===== config.mk =====
export PLATFORM = sky130hd
export DESIGN_NAME = uart_status_flags
export DESIGN_NICKNAME = d
export VERILOG_FILES = /design/src/design/uart_flags_pkg.sv /design/src/design/uart_status_flags.sv /design/src/design/sample_vote.sv
export SDC_FILE = /design/constraint.sdc
export NUM_CORES = 1
export LEC_CHECK = 0
export ABC_CLOCK_PERIOD_IN_PS = 7100
export BUFFER_PORTS_ARGS = -buffer_cell sky130_fd_sc_hd__buf_4
export CORE_MARGIN = 3
export CORE_UTILIZATION = 58
export DETAILED_ROUTE_END_ITERATION = 6
export GPL_TIMING_DRIVEN = 0
export PLACE_DENSITY_LB_ADDON = 0.3
export SYNTH_ARGS = -nofsm -noshare
export SYNTH_HDL_FRONTEND = slang
export SYNTH_HIERARCHICAL = 1
export SYNTH_SLANG_ARGS = --single-unit
export TNS_END_PERCENT = 5

===== constraint.sdc =====
create_clock -name CORE_CLK_I -period 7.1 [get_ports CORE_CLK_I]
set_input_delay 0.71 -clock CORE_CLK_I [delete_from_list [all_inputs] [get_ports CORE_CLK_I]]
set_output_delay 0.71 -clock CORE_CLK_I [all_outputs]
set_load 0.005 [all_outputs]

===== src/design/uart_flags_pkg.sv =====
package uart_flags_pkg;

    // Register map, one byte per address.
    localparam int          ADDR_W     = 3;
    localparam logic [2:0]  ADDR_STAT  = 3'h0;
    localparam logic [2:0]  ADDR_DATA  = 3'h1;
    localparam logic [2:0]  ADDR_CTRL  = 3'h2;
    localparam logic [2:0]  ADDR_NINTH = 3'h3;

    // Flag positions in serial_status_one.
    localparam int BIT_EMPTY  = 7;
    localparam int BIT_DONE   = 6;
    localparam int BIT_FULL   = 5;
    localparam int BIT_IDLE   = 4;
    localparam int BIT_OR     = 3;
    localparam int BIT_NOISE  = 2;
    localparam int BIT_FRAME  = 1;
    localparam int BIT_PARITY = 0;

    // Control register fields.
    localparam int CTRL_NINE     = 5;
    localparam int CTRL_IDLE_SEL = 4;
    localparam int CTRL_TX_ON    = 3;
    localparam int CTRL_PAR_EN   = 2;
    localparam int CTRL_PAR_ODD  = 1;
    localparam int CTRL_BREAK    = 0;

    // Ninth bit register fields.
    localparam int NINTH_RX = 7;
    localparam int NINTH_TX = 6;

    // Values after reset.
    localparam logic [7:0] STAT_RST  = 8'hC0;
    localparam logic [7:0] CTRL_RST  = 8'h00;
    localparam logic [2:0] SYNC_RST  = 3'h7;

    // Flags cleared by a data read, those cleared by a data write, and those any status read arms.
    localparam logic [7:0] RX_CLR_MASK  = 8'h3F;
    localparam logic [7:0] TX_CLR_MASK  = 8'hC0;
    localparam logic [7:0] ALWAYS_ARMED = 8'h05;

    // Bit times of high level that make an idle line.
    localparam logic [3:0] IDLE_BITS_8 = 4'hA;
    localparam logic [3:0] IDLE_BITS_9 = 4'hB;

    // Data bits per character.
    localparam logic [3:0] DATA_BITS_8 = 4'h8;
    localparam logic [3:0] DATA_BITS_9 = 4'h9;

    // Samples taken in the start bit and in every other bit.
    localparam int SAMPLES_START = 7;
    localparam int SAMPLES_BIT   = 3;

    typedef enum logic [1:0] {
        RX_WAIT = 2'b01,
        RX_BITS = 2'b10
    } rx_state_t;

endpackage


===== src/design/uart_status_flags.sv =====
// How it works
// Status register is read-only; writes ignored.
// Buffer empty set at reset and load.
// Status read then data write clears empty.
// Complete set when empty and shifter idle.
// Complete cleared by write, enable rise, break.
// Receive full set when character is stored.
// Status read then data read clears full.
// Idle after 10 or 11 high bit times.
// Idle select chooses start or stop count.
// Status read then data read clears idle.
// Idle sets once, only after a new character.
// Overrun when unread; new character is dropped.
// Status read then data read clears overrun.
// Seven start samples, three per bit; noise.
// Noise cleared by any read pair.
// Framing error when stop bit reads low.
// Status read then data read clears framing.
// Parity error flag on mismatch when enabled.
// Parity flag cleared by any read pair.
// Character MSB serves as the parity bit.
// Parity type selects even or odd.
// Only flags seen at status read clear, except noise and parity.
//
// The register addresses and the address-and-strobe port were left to the implementer.
`timescale 1ns/1ps
`default_nettype none

module uart_status_flags (
    input  wire logic       CORE_CLK_I,
    input  wire logic       SYS_RST_I,
    input  wire logic [2:0] ADDR_I,
    input  wire logic [7:0] WDATA_I,
    input  wire logic       WR_I,
    input  wire logic       RD_I,
    output logic      [7:0] RDATA_O,
    input  wire logic       RX_PIN_I,
    input  wire logic       RX_BIT_TICK_I,
    input  wire logic       RX_BIT_STROBE_I,
    input  wire logic       RX_START_I,
    input  wire logic [6:0] RX_SAMPLES_I,
    input  wire logic       TX_TAKE_I,
    input  wire logic       TX_BUSY_I,
    output logic            TX_VALID_O,
    output logic      [8:0] TX_DATA_O,
    output logic            TX_ON_O,
    output logic            TX_BREAK_O,
    output logic            TX_PREAMBLE_O,
    output logic            NINE_BIT_O
);

    typedef struct packed {
        logic [7:0]                flags;
        logic [7:0]                armed;
        logic [7:0]                rd_data;
        logic [8:0]                rx_buf;
        logic [8:0]                rx_acc;
        logic [3:0]                bit_cnt;
        logic                      noise_acc;
        uart_flags_pkg::rx_state_t rx_state;
        logic [8:0]                tx_buf;
        logic                      tx9;
        logic [7:0]                ctrl;
        logic                      done_wait;
        logic                      preamble;
        logic [2:0]                sync;
        logic                      line;
        logic [3:0]                idle_cnt;
        logic                      idle_armed;
    } state_t;

    state_t     st_reg;
    state_t     st_next;

    logic       start_level;
    logic       start_noise;
    logic       bit_level;
    logic       bit_noise;
    logic [7:0] clr;
    logic [8:0] rx_char;
    logic [3:0] data_bits;
    logic [3:0] idle_bits;
    logic       rx_parity;
    logic       tx_parity;
    logic [8:0] tx_word;
    logic       new_char;
    logic       char_noise;
    logic       char_frame;
    logic       char_parity;

    // Start bit votes over seven samples, every other bit over three.
    sample_vote #(
        .N          (uart_flags_pkg::SAMPLES_START)
    ) u_vote_start (
        .samples_i  (RX_SAMPLES_I),
        .level_o    (start_level),
        .disagree_o (start_noise)
    );

    sample_vote #(
        .N          (uart_flags_pkg::SAMPLES_BIT)
    ) u_vote_bit (
        .samples_i  (RX_SAMPLES_I[2:0]),
        .level_o    (bit_level),
        .disagree_o (bit_noise)
    );

    always_comb begin
        st_next     = st_reg;
        clr         = 8'h00;
        new_char    = 1'b0;
        char_noise  = 1'b0;
        char_frame  = 1'b0;
        char_parity = 1'b0;
        rx_char     = 9'h000;
        rx_parity   = 1'b0;
        tx_parity   = 1'b0;
        tx_word     = 9'h000;

        data_bits = st_reg.ctrl[uart_flags_pkg::CTRL_NINE]
                    ? uart_flags_pkg::DATA_BITS_9
                    : uart_flags_pkg::DATA_BITS_8;
        idle_bits = st_reg.ctrl[uart_flags_pkg::CTRL_NINE]
                    ? uart_flags_pkg::IDLE_BITS_9
                    : uart_flags_pkg::IDLE_BITS_8;

        // Read data stand only in the cycle after the read strobe.
        st_next.rd_data  = 8'h00;
        st_next.preamble = 1'b0;

        // Three-stage synchroniser; a change counts once stages agree.
        st_next.sync = {st_reg.sync[1:0], RX_PIN_I};
        if (st_reg.sync[1] == st_reg.sync[2]) begin
            st_next.line = st_reg.sync[2];
        end

        // Register reads.
        if (RD_I) begin
            unique case (ADDR_I)
                uart_flags_pkg::ADDR_STAT: begin
                    st_next.rd_data = st_reg.flags;
                    // Remember which flags were seen at this read.
                    st_next.armed = st_reg.flags
                                  | uart_flags_pkg::ALWAYS_ARMED;
                end
                uart_flags_pkg::ADDR_DATA: begin
                    st_next.rd_data = st_reg.rx_buf[7:0];
                    clr = st_reg.armed & uart_flags_pkg::RX_CLR_MASK;
                end
                uart_flags_pkg::ADDR_CTRL: begin
                    st_next.rd_data = st_reg.ctrl;
                end
                uart_flags_pkg::ADDR_NINTH: begin
                    st_next.rd_data[uart_flags_pkg::NINTH_RX] =
                        st_reg.rx_buf[8];
                    st_next.rd_data[uart_flags_pkg::NINTH_TX] =
                        st_reg.tx9;
                end
                default: begin
                    st_next.rd_data = 8'h00;
                end
            endcase
        end

        // Register writes; the status address takes no write.
        if (WR_I) begin
            unique case (ADDR_I)
                uart_flags_pkg::ADDR_STAT: begin
                    st_next.flags = st_reg.flags;
                end
                uart_flags_pkg::ADDR_DATA: begin
                    // The character MSB carries the parity when enabled.
                    tx_word = {st_reg.tx9, WDATA_I};
                    if (st_reg.ctrl[uart_flags_pkg::CTRL_PAR_EN]) begin
                        if (st_reg.ctrl[uart_flags_pkg::CTRL_NINE]) begin
                            tx_parity = (^WDATA_I)
                                ^ st_reg.ctrl[uart_flags_pkg::CTRL_PAR_ODD];
                            tx_word[8] = tx_parity;
                        end else begin
                            tx_parity = (^WDATA_I[6:0])
                                ^ st_reg.ctrl[uart_flags_pkg::CTRL_PAR_ODD];
                            tx_word[7] = tx_parity;
                        end
                    end
                    st_next.tx_buf = tx_word;
                    clr = st_reg.armed & uart_flags_pkg::TX_CLR_MASK;
                end
                uart_flags_pkg::ADDR_CTRL: begin
                    st_next.ctrl = WDATA_I;
                    if (WDATA_I[uart_flags_pkg::CTRL_TX_ON]
                        && !st_reg.ctrl[uart_flags_pkg::CTRL_TX_ON]) begin
                        st_next.preamble = 1'b1;
                    end
                    if ((WDATA_I[uart_flags_pkg::CTRL_TX_ON]
                         && !st_reg.ctrl[uart_flags_pkg::CTRL_TX_ON])
                        || WDATA_I[uart_flags_pkg::CTRL_BREAK]) begin
                        clr[uart_flags_pkg::BIT_DONE] =
                            st_reg.armed[uart_flags_pkg::BIT_DONE];
                    end
                end
                uart_flags_pkg::ADDR_NINTH: begin
                    st_next.tx9 = WDATA_I[uart_flags_pkg::NINTH_TX];
                end
                default: begin
                    st_next.tx9 = st_reg.tx9;
                end
            endcase
        end

        // A completed access sequence consumes its arming.
        st_next.flags = st_next.flags & ~clr;
        st_next.armed = st_next.armed & ~clr;

        // Keep the complete flag down until queued work reaches the shifter.
        if (clr[uart_flags_pkg::BIT_DONE]) begin
            st_next.done_wait = 1'b1;
        end
        if (TX_BUSY_I) begin
            st_next.done_wait = 1'b0;
        end

        // Transmit events; the empty set follows the clears so it wins, but a done clear blocks the done set.
        if (TX_TAKE_I) begin
            st_next.flags[uart_flags_pkg::BIT_EMPTY] = 1'b1;
        end
        if (st_next.flags[uart_flags_pkg::BIT_EMPTY] && !TX_BUSY_I
            && !st_next.done_wait && !clr[uart_flags_pkg::BIT_DONE]) begin
            st_next.flags[uart_flags_pkg::BIT_DONE] = 1'b1;
        end

        // Character assembly from voted bit levels.
        if (RX_BIT_STROBE_I) begin
            unique case (st_reg.rx_state)
                uart_flags_pkg::RX_WAIT: begin
                    if (RX_START_I && !start_level) begin
                        st_next.rx_state  = uart_flags_pkg::RX_BITS;
                        st_next.bit_cnt   = 4'h0;
                        st_next.rx_acc    = 9'h000;
                        st_next.noise_acc = start_noise;
                    end
                end
                uart_flags_pkg::RX_BITS: begin
                    st_next.noise_acc = st_reg.noise_acc | bit_noise;
                    if (st_reg.bit_cnt < data_bits) begin
                        st_next.rx_acc  = {bit_level, st_reg.rx_acc[8:1]};
                        st_next.bit_cnt = st_reg.bit_cnt + 4'h1;
                    end else begin
                        st_next.rx_state = uart_flags_pkg::RX_WAIT;
                        new_char   = 1'b1;
                        char_noise = st_reg.noise_acc | bit_noise;
                        char_frame = !bit_level;
                    end
                end
            endcase
        end

        if (new_char) begin
            rx_char = st_reg.ctrl[uart_flags_pkg::CTRL_NINE]
                      ? st_reg.rx_acc
                      : {1'b0, st_reg.rx_acc[8:1]};
            rx_parity = ^rx_char;
            // Parity bit is inside the character, so the whole count is checked.
            char_parity = st_reg.ctrl[uart_flags_pkg::CTRL_PAR_EN]
                && (rx_parity != st_reg.ctrl[uart_flags_pkg::CTRL_PAR_ODD]);
            if (st_next.flags[uart_flags_pkg::BIT_FULL]) begin
                // Unread data stay; the new character and its errors are lost.
                st_next.flags[uart_flags_pkg::BIT_OR] = 1'b1;
            end else begin
                st_next.rx_buf = rx_char;
                st_next.flags[uart_flags_pkg::BIT_FULL]   = 1'b1;
                st_next.flags[uart_flags_pkg::BIT_NOISE]  = char_noise;
                st_next.flags[uart_flags_pkg::BIT_FRAME]  = char_frame;
                st_next.flags[uart_flags_pkg::BIT_PARITY] = char_parity;
                st_next.idle_armed = 1'b1;
            end
        end

        // Idle line: count high bit times at each bit tick.
        if (RX_BIT_TICK_I) begin
            if (!st_reg.line) begin
                st_next.idle_cnt = 4'h0;
            end else if (st_reg.ctrl[uart_flags_pkg::CTRL_IDLE_SEL]
                         && (st_reg.rx_state == uart_flags_pkg::RX_BITS)) begin
                st_next.idle_cnt = 4'h0;
            end else if (st_reg.idle_cnt < idle_bits) begin
                st_next.idle_cnt = st_reg.idle_cnt + 4'h1;
            end
        end
        if (st_next.idle_cnt >= idle_bits && st_next.idle_armed
            && !new_char) begin
            st_next.flags[uart_flags_pkg::BIT_IDLE] = 1'b1;
            st_next.idle_armed = 1'b0;
        end
    end

    always_ff @(posedge CORE_CLK_I) begin
        if (SYS_RST_I) begin
            st_reg.flags      <= uart_flags_pkg::STAT_RST;
            st_reg.armed      <= 8'h00;
            st_reg.rd_data    <= 8'h00;
            st_reg.rx_buf     <= 9'h000;
            st_reg.rx_acc     <= 9'h000;
            st_reg.bit_cnt    <= 4'h0;
            st_reg.noise_acc  <= 1'b0;
            st_reg.rx_state   <= uart_flags_pkg::RX_WAIT;
            st_reg.tx_buf     <= 9'h000;
            st_reg.tx9        <= 1'b0;
            st_reg.ctrl       <= uart_flags_pkg::CTRL_RST;
            st_reg.done_wait  <= 1'b0;
            st_reg.preamble   <= 1'b0;
            st_reg.sync       <= uart_flags_pkg::SYNC_RST;
            st_reg.line       <= 1'b1;
            st_reg.idle_cnt   <= 4'h0;
            st_reg.idle_armed <= 1'b0;
        end else begin
            st_reg <= st_next;
        end
    end

    assign RDATA_O       = st_reg.rd_data;
    assign TX_VALID_O    = !st_reg.flags[uart_flags_pkg::BIT_EMPTY];
    assign TX_DATA_O     = st_reg.tx_buf;
    assign TX_ON_O       = st_reg.ctrl[uart_flags_pkg::CTRL_TX_ON];
    assign TX_BREAK_O    = st_reg.ctrl[uart_flags_pkg::CTRL_BREAK];
    assign TX_PREAMBLE_O = st_reg.preamble;
    assign NINE_BIT_O    = st_reg.ctrl[uart_flags_pkg::CTRL_NINE];

endmodule // uart_status_flags

`default_nettype wire


===== src/design/sample_vote.sv =====
`timescale 1ns/1ps
`default_nettype none

// Majority level of a group of samples and whether any sample dissents.
module sample_vote #(
    parameter int N = 3
) (
    input  wire logic [N-1:0] samples_i,
    output logic              level_o,
    output logic              disagree_o
);

    logic [7:0] ones;

    always_comb begin
        ones = 8'h00;
        for (int i = 0; i < N; i++) begin
            ones = ones + {7'h00, samples_i[i]};
        end
        level_o    = (ones > 8'(N / 2));
        disagree_o = (ones != 8'h00) && (ones != 8'(N));
    end

endmodule // sample_vote

`default_nettype wire


=== Word level (Yosys, flattened, before mapping) ===
Index checks and enable logic that the tools add are counted.

* Bitwise gates (word level): 10
* $add $sub $neg: 8
* Reduce and logical (&&, ||, !) cells: 37
* Equality and inequality tests: 12
* Mux-type cells: 45
* Order comparisons: 5

{| class="wikitable"
|+ Operator list
! kind !! number
|-
| $add 8x1->8 || 5
|-
| $mux 16 || 2
|-
| $pmux 16 s2 || 1
|-
| $mux 1 || 24
|-
| $mux 8 || 3
|-
| $mux 4 || 5
|-
| $pmux 6 s3 || 1
|-
| $and 8x8->8 || 2
|-
| $reduce_bool 8->1 || 2
|-
| $mux 13 || 1
|-
| $mux 6 || 2
|-
| $logic_and 1x1->1 || 11
|-
| $reduce_and 2->1 || 5
|-
| $mux 9 || 1
|-
| $reduce_xor 9->1 || 1
|-
| $add 4x1->4 const B || 2
|-
| $gt 8x1->1 const B || 1
|-
| $gt 8x2->1 const B || 1
|-
| $logic_not 1->1 || 8
|-
| $lt 4x4->1 || 2
|-
| $ne 8x2->1 const B || 1
|-
| $ne 8x3->1 const B || 1
|-
| $not 8->8 || 1
|-
| $pmux 2 s4 || 1
|-
| other kinds (22) || 33
|}

* Output and inout port bits: 22
* Word-level logic and storage cells: 135
* Bits of input ports: 28
* Bits in registers: 78

=== Longest topological paths before layout ===
Gate-level depths: netlist (run 1).

* Depth after elaboration: 13
* Mapped depth: 12
* Gate-level depth less buffers: 11

=== Cells and area by module ===
The synthesis (run 1) kept the hierarchy.

{| class="wikitable"
|+ By module, submodules not included
! module !! instances !! cells an instance !! area an instance (um^2) !! seq. area each (um^2)
|-
| uart_status_flags || 1 || 405 || 3589.7 || 1561.5
|-
| sample_vote (u_vote_start) || 1 || 14 || 121.4 || 0.0
|-
| sample_vote (u_vote_bit) || 1 || 4 || 40.0 || 0.0
|}

=== Worst setup path before layout (run 1) ===
Ideal clock, no wire load.

* Path kind: input-to-reg
* From: input port RX_SAMPLES_I[0]
* To: register st_reg[44] (netlist name)
* Path buffers: 1
* Data arrival time: 3.349 ns
* Library setup time: 0.072 ns
* Required time: 7.028 ns
* Path slack: 3.679 ns
* Stages: 12
* Cells stage by stage: fa_1 inv_1 fa_1 fa_1 fa_1 inv_1 nor2b_1 o21a_1 o21ai_0 clkbuf_1 nand2_1 a21oi_1

* Word-level cells in the longest chain between the ends: 11
* Elaborated cells on any way between the ends: 14
* Those cells by class: add/sub: 6; order compare: 2; eq/ne: 1; mux: 2; reduce/logical: 3

{| class="wikitable"
|+ Ends and longest elaborated chain
! element !! line !! RTL
|-
| start: declaration || uart_status_flags.sv:41 || <nowiki>input wire logic [6:0] RX_SAMPLES_I,</nowiki>
|-
| $add 1x1->2 || sample_vote.sv:18 || <nowiki>ones = ones + {7'h00, samples_i[i]};</nowiki>
|-
| $add 8x1->8 (5 in series) || sample_vote.sv:18 ||
|-
| $gt 8x2->1 || sample_vote.sv:20 || <nowiki>level_o = (ones > 8'(N / 2));</nowiki>
|-
| via start_level || uart_status_flags.sv:75 || <nowiki>logic start_level;</nowiki>
|-
| $logic_not 1->1 || uart_status_flags.sv:235 || <nowiki>if (RX_START_I && !start_level) begin</nowiki>
|-
| $logic_and 1x1->1 || uart_status_flags.sv:235 ||
|-
| $ne 2x2->1 (no source line) || n/a ||
|-
| $reduce_and 3->1 (no source line) || n/a ||
|-
| end signal: assignment || uart_status_flags.sv:316 || <nowiki>st_reg <= st_next;</nowiki>
|-
| end: declaration || uart_status_flags.sv:72 || <nowiki>state_t st_reg;</nowiki>
|}

The timed path passes the listed nets, and every way through them passes these cells. The select of a mux whose other input is x is not followed.
A chain may end at the register's enable or synchronous reset.

=== Worst setup path after layout (run 1) ===
* From: input port RX_SAMPLES_I[0]
* To: register st_reg[38] (netlist name)

The elaborated chain is that of the path after synthesis.

==> results of run 1 <==
area by class of cell:
class                           count  area (um^2)  area share (%)
Clock buffer                        9          124            2.82
Multi-Input combinational cell    294         1920            43.7
Tap cell                           75         93.8            2.14
Inverter                           14         52.6            1.20
Sequential cell                    78         1560            35.5
Buffer                             37          219            4.98
Timing Repair Buffer               49          368            8.37
Clock inverter                      7         56.3            1.28
cell families (layout without fill, tap and decap cells):
logic type               Yosys count  count (layout)  synth area share [%]
buffers and inverters             51             116                  7.24
XOR/XNOR                          16              16                  4.10
adder cells (fa/ha/maj)            9               9                  4.00
AND/OR/NAND/NOR                  162             162                  21.2
AO/OA/AOI/OAI                     83              83                  14.6
flip-flops                        78              78                  41.6
multiplexers                      24              24                  7.17
layer usage:
metal	up-vias	global-route usage, %	routed length, um
li1	1559	-	-
met1	1507	31.1	3720
met2	88	38.7	3970
met3	16	5.13	525
met4	0	9.07	139
met5	-	0	0
critical path, stage by stage:
cell and delay [ns]:
buf_4 0.13, fa_1 0.53, inv_1 0.05, fa_1 0.44, fa_1 0.39, fa_1 0.42, inv_1 0.07, nor2b_1 0.06
o21a_1 0.21, o21ai_0 0.11, clkbuf_1 0.39, nand2_1 0.10, a21oi_1 0.14
cells in the final DEF, fill, tap and decap left out, drive strengths merged, types with 2 or more instances in the layout:
| master | instances |
|---|---|
| dfxtp | 78 |
| buf | 72 |
| nand2 | 55 |
| a21oi | 48 |
| nor2 | 34 |
| clkbuf | 23 |
| mux2i | 19 |
| inv | 17 |
| nand3 | 14 |
| xnor2 | 13 |
| nor3 | 13 |
| o21ai | 10 |
| nor2b | 10 |
| nand2b | 9 |
| a211oi | 9 |
| and3 | 7 |
| nand3b | 6 |
| fa | 5 |
| or2 | 4 |
| ha | 4 |
| clkinvlp | 4 |
| a21boi | 3 |
| mux2 | 3 |
| a41oi | 2 |
| nor4bb | 2 |
| or3b | 2 |
| and2 | 2 |
| xor2 | 2 |
| mux4 | 2 |
stage by stage:
step	hold WS (ns)	std cells	utilization [%]	setup slack (ns)	cell area, um^2
after global placement	0.394	547	69.1	3.32	4210
after CTS	0.428	563	72.1	3.62	4390
after detailed placement	0.405	547	69.1	3.25	4210
final	0.423	563	72.1	3.64	4390
after global routing	0.430	563	72.1	3.43	4390
after floorplan	0.389	423	-	3.68	3750
how the worst max path moves through the flow:
stage / slack [ns] / end / start / cells past startpoint
final: 3.64 / st_reg[38] / RX_SAMPLES_I[0] / 13
after global routing: 3.43 / st_reg[42] / RX_SAMPLES_I[0] / 13
after CTS: 3.62 / st_reg[38] / RX_SAMPLES_I[0] / 13
after detailed placement: 3.25 / st_reg[38] / RX_SAMPLES_I[0] / 13
after global placement: 3.32 / st_reg[40] / RX_SAMPLES_I[0] / 13
after floorplan: 3.68 / st_reg[44] / RX_SAMPLES_I[0] / 12
power by group through the flow:
stage          sequential, mW  clock, mW  combinational, mW
2_1_floorplan           0.459          0             0.0647
5_1_grt                 0.452      0.330              0.112
6_report                0.451      0.308             0.0999
3_3_place_gp            0.461          0             0.0964
3_5_place_dp            0.461          0             0.0999
4_1_cts                 0.451      0.312              0.100
==> qor.json, run 1 <==
{
  "fin_crit_sh_pct": 48.8,
  "finClkSkew_ns": 0.0101,
  "detail_route.drc_violations": 0,
  "fillerInstances": 503,
  "synth_seq_cells": 78,
  "pin_count_of_the_biggest_net_entering_global_routing": 16,
  "gp_congestion": 0.885,
  "yosys_warnings": 6,
  "sequentialPowerShare_pct": 52.5,
  "post_drt_wl_per_cell_um": 14.8,
  "pin_count": 50,
  "drt-total-wl_um": 8360,
  "timing.hold.worst.class": "reg -> reg",
  "postSynthCellCount": 423,
  "initial_core_util_pct": 61.5,
  "antenna_violations_before_repair": 0,
  "reg2reg_setup_slack_ns": 4.94,
  "grt_use_total_pct": 23.8,
  "timing_worst_setup_path_type": "in -> reg",
  "holdBufCountCts": 0,
  "cp_data_arrival_time_ns": 3.75,
  "synth_top_cells_by_count": "78 x dfxtp_1, 55 x nand2_1, 47 x a21oi_1, 34 x nor2_1, 19 x mux2i_1",
  "cts_tree": "yes",
  "tritoncts.num_buffers": 9,
  "die_w_um": 86.4,
  "setup_tns_ns": 0,
  "yosysTopAreaCell": "dfxtp_1",
  "tightestPinTransition_ns": 0.760,
  "syn_avg_cell_area_um2": 8.87,
  "max_freq_ghz": 0.289,
  "via_count_of_the_first_global_routing_pass": 3018,
  "syn_nets": 460,
  "timing.max_slew.rel_slack_pct": 48.9,
  "most_used_standard_cell_by_instance_count_after_synthesis": "dfxtp_1",
  "power.share.clock_pct": 35.9,
  "critical_path_required_ns": 7.39,
  "p_sw_mw": 0.239,
  "synth_cell_types": 49,
  "critical_path_peak_fanout": 10,
  "clock_insertion_delay_at_the_later_pin_of_the_skew_report_ns": 0.36,
  "cts-root-to-sink-buffers": 2,
  "largest_register_ffs": 55,
  "timing_hold_violations_final": 0,
  "rr_endpoint": "st_reg[74]",
  "power-per-cell-area_nw_per_um2": 195,
  "drt-vias-per-instance": 5.63,
  "overflow": 0,
  "comb_power_share_pct": 11.6,
  "synth-seq-area-share_pct": 41.6,
  "status": "finished clean",
  "synth_top_flop_cell": "dfxtp_1",
  "share_of_final_layout_standard_cells_stronger_than_drive_strength_1_pct": 22.7,
  "drv_cap": 0,
  "drt.antenna.violating_nets": 0,
  "final_period_minus_worst_setup_slack_ns": 3.46,
  "postCtsSetupBuffers": 0,
  "number_of_flops_mapped_to_enable_cells_by_yosys": 0,
  "drt_first_pass_iters": 4,
  "worstReg2RegStart": "NINE_BIT_O",
  "design.final.nets": 520,
  "cts.htree.levels": 3,
  "power.ir.vdd_worst_uv": 136,
  "finalSetupViolCount": 0,
  "design.core.area_um2": 6100,
  "synth.top_cells.by_area": "dfxtp_1 42%, a21oi_1 6.3%, nand2_1 5.5%",
  "numPortBuffers": 49,
  "dieHeight_um": 86.4,
  "share_of_the_synthesized_area_in_the_top_cell_type_pct": 41.6,
  "report.power.total_mw": 0.859,
  "worst_hold_startpoint": "st_next[7]",
  "dp.final_hpwl_um": 6270,
  "min_delay_path_depth": 1,
  "row_count": 28,
  "cts.sink_count": 78,
  "hold-path-endpoint": "st_next[8]",
  "ctsResizeCount": 0,
  "clk_pin_slew_ns": 0.09,
  "routed-via-count": 3170,
  "root_buffer": "clkbuf_8",
  "slew_violations": 0,
  "unrepaired_setup_endpoints_after_global_routing": "no",
  "switching_share_pct": 27.8,
  "antenna-diode-count": 0,
  "cellInternalPower_mw": 0.620,
  "r2r_cells": 10,
  "synthArstFlopShare_pct": 0,
  "leakagePower_nw": 1.71,
  "worst_setup_path_end_kind": "flop",
  "start_kind": "primary input",
  "grt_first_pass_wirelength_um": 14000,
  "die_area_um2": 7470,
  "syn-cell-area_um2": 3750,
  "area_growth_syn_to_layout_pct": 17.1,
  "detail_route.iter0.violations": 148
}
Power figures use the tool's default switching activity.
==> run 2, diff against run 1 <==
ABC_AREA = 1   (was default)
ABC_CLOCK_PERIOD_IN_PS = 3040   (was 7100)
CORE_UTILIZATION = 52   (was 58)
clock period = 3.04 ns   (was 7.1 ns; I/O delays follow)
==> run 2 against run 1 <==
Critical path depth increased by 1; clock-buffer cell count increased by 1; sequential power increased by 140%; sequential cell count unchanged; first-iteration DRC count increased by 53%; area after synthesis increased by 4.0%; register-to-register slack got worse by 4.1 ns; non-clock buffer count unchanged; clock power increased to 2.8 times the previous value; combinational power increased to 4.0 times the previous value; largest power group unchanged; wire length increased by 12%; critical endpoint is now st_reg[37]; global-route usage decreased by 0.73 points.
==> qor.json, run 2 <==
{
  "worstSetupStartpoint": {"value": "RX_SAMPLES_I[0]", "change": "unchanged"},
  "detail_route.drc_violations": {"value": 0, "change": "unchanged"},
  "rr_endpoint": {"value": "st_reg[74]", "change": "unchanged"},
  "clock_insertion_delay_at_the_later_pin_of_the_skew_report": {"value": 0.35, "unit": "ns", "change": "was 0.36 ns"},
  "start_kind": {"value": "primary input", "change": "unchanged"},
  "synth_seq_cells": {"value": 78, "change": "unchanged"},
  "syn_avg_cell_area": {"value": 7.32, "unit": "um^2", "change": "was 8.87 um^2"},
  "routed-via-count": {"value": 3609, "change": "was 3,170"},
  "drt-vias-per-instance": {"value": 5.19, "change": "was 5.63"},
  "die_area": {"value": 8570, "unit": "um^2", "change": "was 7470 um^2"},
  "drt.antenna.violating_nets": {"value": 0, "change": "unchanged"},
  "antenna_violations_before_repair": {"value": 0, "change": "unchanged"},
  "finalSetupViolCount": {"value": 0, "change": "unchanged"},
  "cts.htree.levels": {"value": 3, "change": "unchanged"},
  "number_of_flops_mapped_to_enable_cells_by_yosys": {"value": 0, "change": "unchanged"},
  "synthArstFlopShare": {"value": 0, "unit": "%", "change": "unchanged"},
  "detail_route.iter0.violations": {"value": 226, "change": "was 148"},
  "die_w": {"value": 92.6, "unit": "um", "change": "was 86.4 um"},
  "pre_cts_ws": {"value": -0.410, "unit": "ns", "change": "was 3.25 ns"},
  "critical_path_peak_fanout": {"value": 10, "change": "unchanged"},
  "gp_congestion": {"value": 0.931, "change": "was 0.885"},
  "synth-simple-area-share": {"value": 21.3, "unit": "%", "change": "was 21.2%"},
  "synth-adder-area-share": {"value": 3.85, "unit": "%", "change": "was 4.00%"},
  "grt_first_pass_wirelength": {"value": 15900, "unit": "um", "change": "was 14,000 um"},
  "timing.hold.worst.class": {"value": "in -> reg", "change": "was reg -> reg"},
  "crit_end": {"value": "st_reg[37]", "change": "was st_reg[38]"},
  "cts_tree": {"value": "yes", "change": "unchanged"},
  "synth_compound_gate_area_share": {"value": 18.4, "unit": "%", "change": "was 14.6%"},
  "drt-total-wl": {"value": 9340, "unit": "um", "change": "was 8360 um"},
  "status": {"value": "finished clean", "change": "unchanged"},
  "via_count_of_the_first_global_routing_pass": {"value": 3524, "change": "was 3,018"},
  "final_period_minus_worst_setup_slack_ns": 2.93,
  "synth_cell_types": {"value": 43, "change": "was 49"},
  "power-per-cell-area": {"value": 502, "unit": "nW/um^2", "change": "was 195 nW/um^2"},
  "critical_path_required": {"value": 3.31, "unit": "ns", "change": "was 7.39 ns"},
  "area_growth_syn_to_layout": {"value": 20.1, "unit": "%", "change": "was 17.1%"},
  "holdBufCountCts": {"value": 0, "change": "unchanged"},
  "share_of_final_layout_standard_cells_stronger_than_drive_strength_1": {"value": 21.4, "unit": "%", "change": "was 22.7%"},
  "design.final.nets": {"value": 631, "change": "was 520"},
  "syn_nets": {"value": 570, "change": "was 460"},
  "r2r_cells": {"value": 17, "change": "was 10"},
  "cts.sink_count": {"value": 78, "change": "unchanged"},
  "postSynthCellCount": {"value": 533, "change": "was 423"},
  "syn-cell-area": {"value": 3900, "unit": "um^2", "change": "was 3750 um^2"},
  "tightestPinTransition": {"value": 0.686, "unit": "ns", "change": "was 0.760 ns"},
  "fin_crit_sh_pct": 96.4,
  "worstReg2RegStart": {"value": "NINE_BIT_O", "change": "unchanged"},
  "clk_pin_slew": {"value": 0.09, "unit": "ns", "change": "about the same"},
  "share_of_the_synthesized_area_in_the_top_cell_type": {"value": 40.0, "unit": "%", "change": "was 41.6%"},
  "reg2reg_setup_slack": {"value": 0.89, "unit": "ns", "change": "was 4.94 ns"},
  "most_used_standard_cell_by_instance_count_after_synthesis": {"value": "nand2_1", "change": "was dfxtp_1"},
  "unrepaired_setup_endpoints_after_global_routing": {"value": "no", "change": "unchanged"},
  "pin_count_of_the_biggest_net_entering_global_routing": {"value": 15, "change": "was 16"},
  "final_common_cell": {"value": "nand2_1", "change": "was dfxtp_1"},
  "overflow": {"value": 0, "change": "unchanged"},
  "synth_top_cells_by_count": {"value": "108 x nand2_1, 80 x inv_1, 78 x dfxtp_1, 50 x nor2_1, 39 x o21ai_0", "change": "was 78 x dfxtp_1, 55 x nand2_1, 47 x a21oi_1, 34 x nor2_1, 19 x mux2i_1"},
  "place_inst": {"value": 678, "change": "was 547"},
  "synth_top_family_by_area": {"value": "simple AND/OR/NAND/NOR gates", "change": "unchanged"},
  "yosys_warnings": {"value": 6, "change": "unchanged"},
  "pin_count": {"value": 50, "change": "unchanged"},
  "finClkSkew": {"value": 0.00973, "unit": "ns", "change": "was 0.0101 ns"},
  "dp.final_hpwl": {"value": 6990, "unit": "um", "change": "was 6270 um"},
  "timing_hold_violations_final": {"value": 0, "change": "unchanged"},
  "numPortBuffers": {"value": 49, "change": "unchanged"},
  "cts-root-to-sink-buffers": {"value": 2, "change": "unchanged"},
  "drt_first_pass_iters": {"value": 5, "change": "was 4"},
  "synth-seq-area-share": {"value": 40.0, "unit": "%", "change": "was 41.6%"},
  "grt_use_total": {"value": 23.1, "unit": "%", "change": "was 23.8%"},
  "timing.max_slew.rel_slack": {"value": 54.3, "unit": "%", "change": "was 48.9%"},
  "synth_top_flop_cell": {"value": "dfxtp_1", "change": "unchanged"},
  "slew_violations": {"value": 0, "change": "unchanged"},
  "row_count": {"value": 30, "change": "was 28"},
  "tritoncts.num_buffers": {"value": 9, "change": "unchanged"},
  "post_drt_wl_per_cell": {"value": 13.4, "unit": "um", "change": "was 14.8 um"},
  "design.core.area": {"value": 7020, "unit": "um^2", "change": "was 6100 um^2"},
  "initial_core_util": {"value": 55.6, "unit": "%", "change": "was 61.5%"},
  "synth-xor-area-share": {"value": 1.80, "unit": "%", "change": "was 4.10%"},
  "setup_tns": {"value": 0, "unit": "ns", "change": "unchanged"},
  "antenna-diode-count": {"value": 0, "change": "unchanged"},
  "largest_register_ffs": {"value": 55, "change": "unchanged"},
  "drv_cap": {"value": 0, "change": "unchanged"},
  "finalNonFillerCells": {"value": 695, "change": "was 563"},
  "root_buffer": {"value": "clkbuf_8", "change": "unchanged"},
  "worst_setup_path_end_kind": {"value": "flop", "change": "unchanged"},
  "power.ir.vdd_worst": {"value": 328, "unit": "uV", "change": "was 136 uV"},
  "yosysTopAreaCell": {"value": "dfxtp_1", "change": "unchanged"},
  "max_freq_ghz": 0.341,
  "fin_ws": {"value": 0.110, "unit": "ns", "change": "was 3.64 ns"},
  "dieHeight": {"value": 92.6, "unit": "um", "change": "was 86.4 um"},
  "synth.top_cells.by_area": {"value": "dfxtp_1 40%, nand2_1 10%, inv_1 7.7%", "change": "was dfxtp_1 42%, a21oi_1 6.3%, nand2_1 5.5%"},
  "timing_worst_setup_path_type": {"value": "in -> reg", "change": "unchanged"},
  "post_synth_mux_area_share": {"value": 0.257, "unit": "%", "change": "was 7.17%"},
  "leakagePower": {"value": 2.13, "unit": "nW", "change": "was 1.71 nW"},
  "cp_data_arrival_time": {"value": 3.20, "unit": "ns", "change": "was 3.75 ns"},
  "most-common-layout-cells": {"value": "107 x nand2_1, 78 x dfxtp_1, 78 x inv_1", "change": "was 78 x dfxtp_1, 67 x buf_4, 55 x nand2_1"}
}
-- run 2: cell count changes after synthesis, moves of 8 or more --
cell / before / now
clkbuf_1: 14 / 6
a211oi_1: 1 / 16
mux2i_1: 19 / 1
o21ai_0: 10 / 39
nand2b_1: 9 / 0
a211oi_2: 8 / 0
nor2_1: 34 / 50
nand2_1: 55 / 108
xnor2_1: 13 / 5
a21oi_1: 47 / 34
inv_1: 14 / 80
nor2b_1: 10 / 0
-- run 2: how the worst min path moves through the flow --
| stage | from | to | slack [ns] | depth (start not counted) |
|---|---|---|---|---|
| after floorplan | st_next[7] | st_next[8] | 0.39 | 1 |
| after global placement | st_next[7] | st_next[8] | 0.39 | 1 |
| after detailed placement | st_next[7] | st_next[8] | 0.40 | 1 |
| after CTS | RX_PIN_I | st_next[7] | 0.12 | 2 |
| after global routing | RX_PIN_I | st_next[7] | 0.12 | 2 |
| final | RX_PIN_I | st_next[7] | 0.13 | 2 |
-- run 2: area by class of cell --
type / instances / area, um^2
Tap cell: 96 / 120
Clock inverter: 6 / 92.6
Buffer: 36 / 260
Timing Repair Buffer: 50 / 379
Sequential cell: 78 / 1560
Clock buffer: 10 / 128
Fill cell: 573 / 2330
Multi-Input combinational cell: 334 / 1830
Inverter: 85 / 319
-- run 2: cell families after synthesis --
logic type / after synthesis
and+or+nand+nor: 199
muxes: 1
buffers and inverters: 121
xor gates and xnor gates: 8
adders and majority gates: 9
DFF: 78
AOI/OAI and AO/OA: 117
-- run 2: per-stage QoR --
stage / cell area (um^2) / hold WS, ns / utilization, % / total power, mW
finish: 4690 / 0.127 / 66.8 / 2.35
global route: 4690 / 0.118 / 66.8 / 2.47
CTS: 4620 / 0.124 / 65.8 / 2.33
detailed placement: 4390 / 0.400 / 62.5 / 1.47
global placement: 4390 / 0.391 / 62.5 / 1.45
floorplan: 3900 / 0.389 / - / 1.36
-- run 2: what timing repair did --
action | CTS | global route
resized for setup | 3 | 18
setup endpoints to repair | 9 | 13
buffers inserted | 0 | 1
pin swaps | 0 | 3
-- run 2: layer usage --
metal  GRT usage (%)  up-vias  part of all wire (%)
met4            9.28        0                   2.0
met1            27.7     1647                    43
met3            4.96       19                   6.4
met5               0        -                     0
li1                -     1813                     -
met2            40.0      130                    49
-- run 2: worst max-delay path, stage by stage --
cell	delay, ns
buf_6	0.11
fa_1	0.54
inv_1	0.05
fa_1	0.46
fa_2	0.37
fa_2	0.36
inv_2	0.07
inv_1	0.04
a211oi_2	0.30
nor2_4	0.09
nand2_4	0.10
buf_8	0.13
a21oi_1	0.05
a211oi_1	0.21
-- run 2: power by group --
group	total [mW]	switching, mW	internal [mW]
combinational	0.403	0.235	0.167
sequential	1.08	0.0249	1.06
clock	0.867	0.399	0.468
total	2.35	0.659	1.69
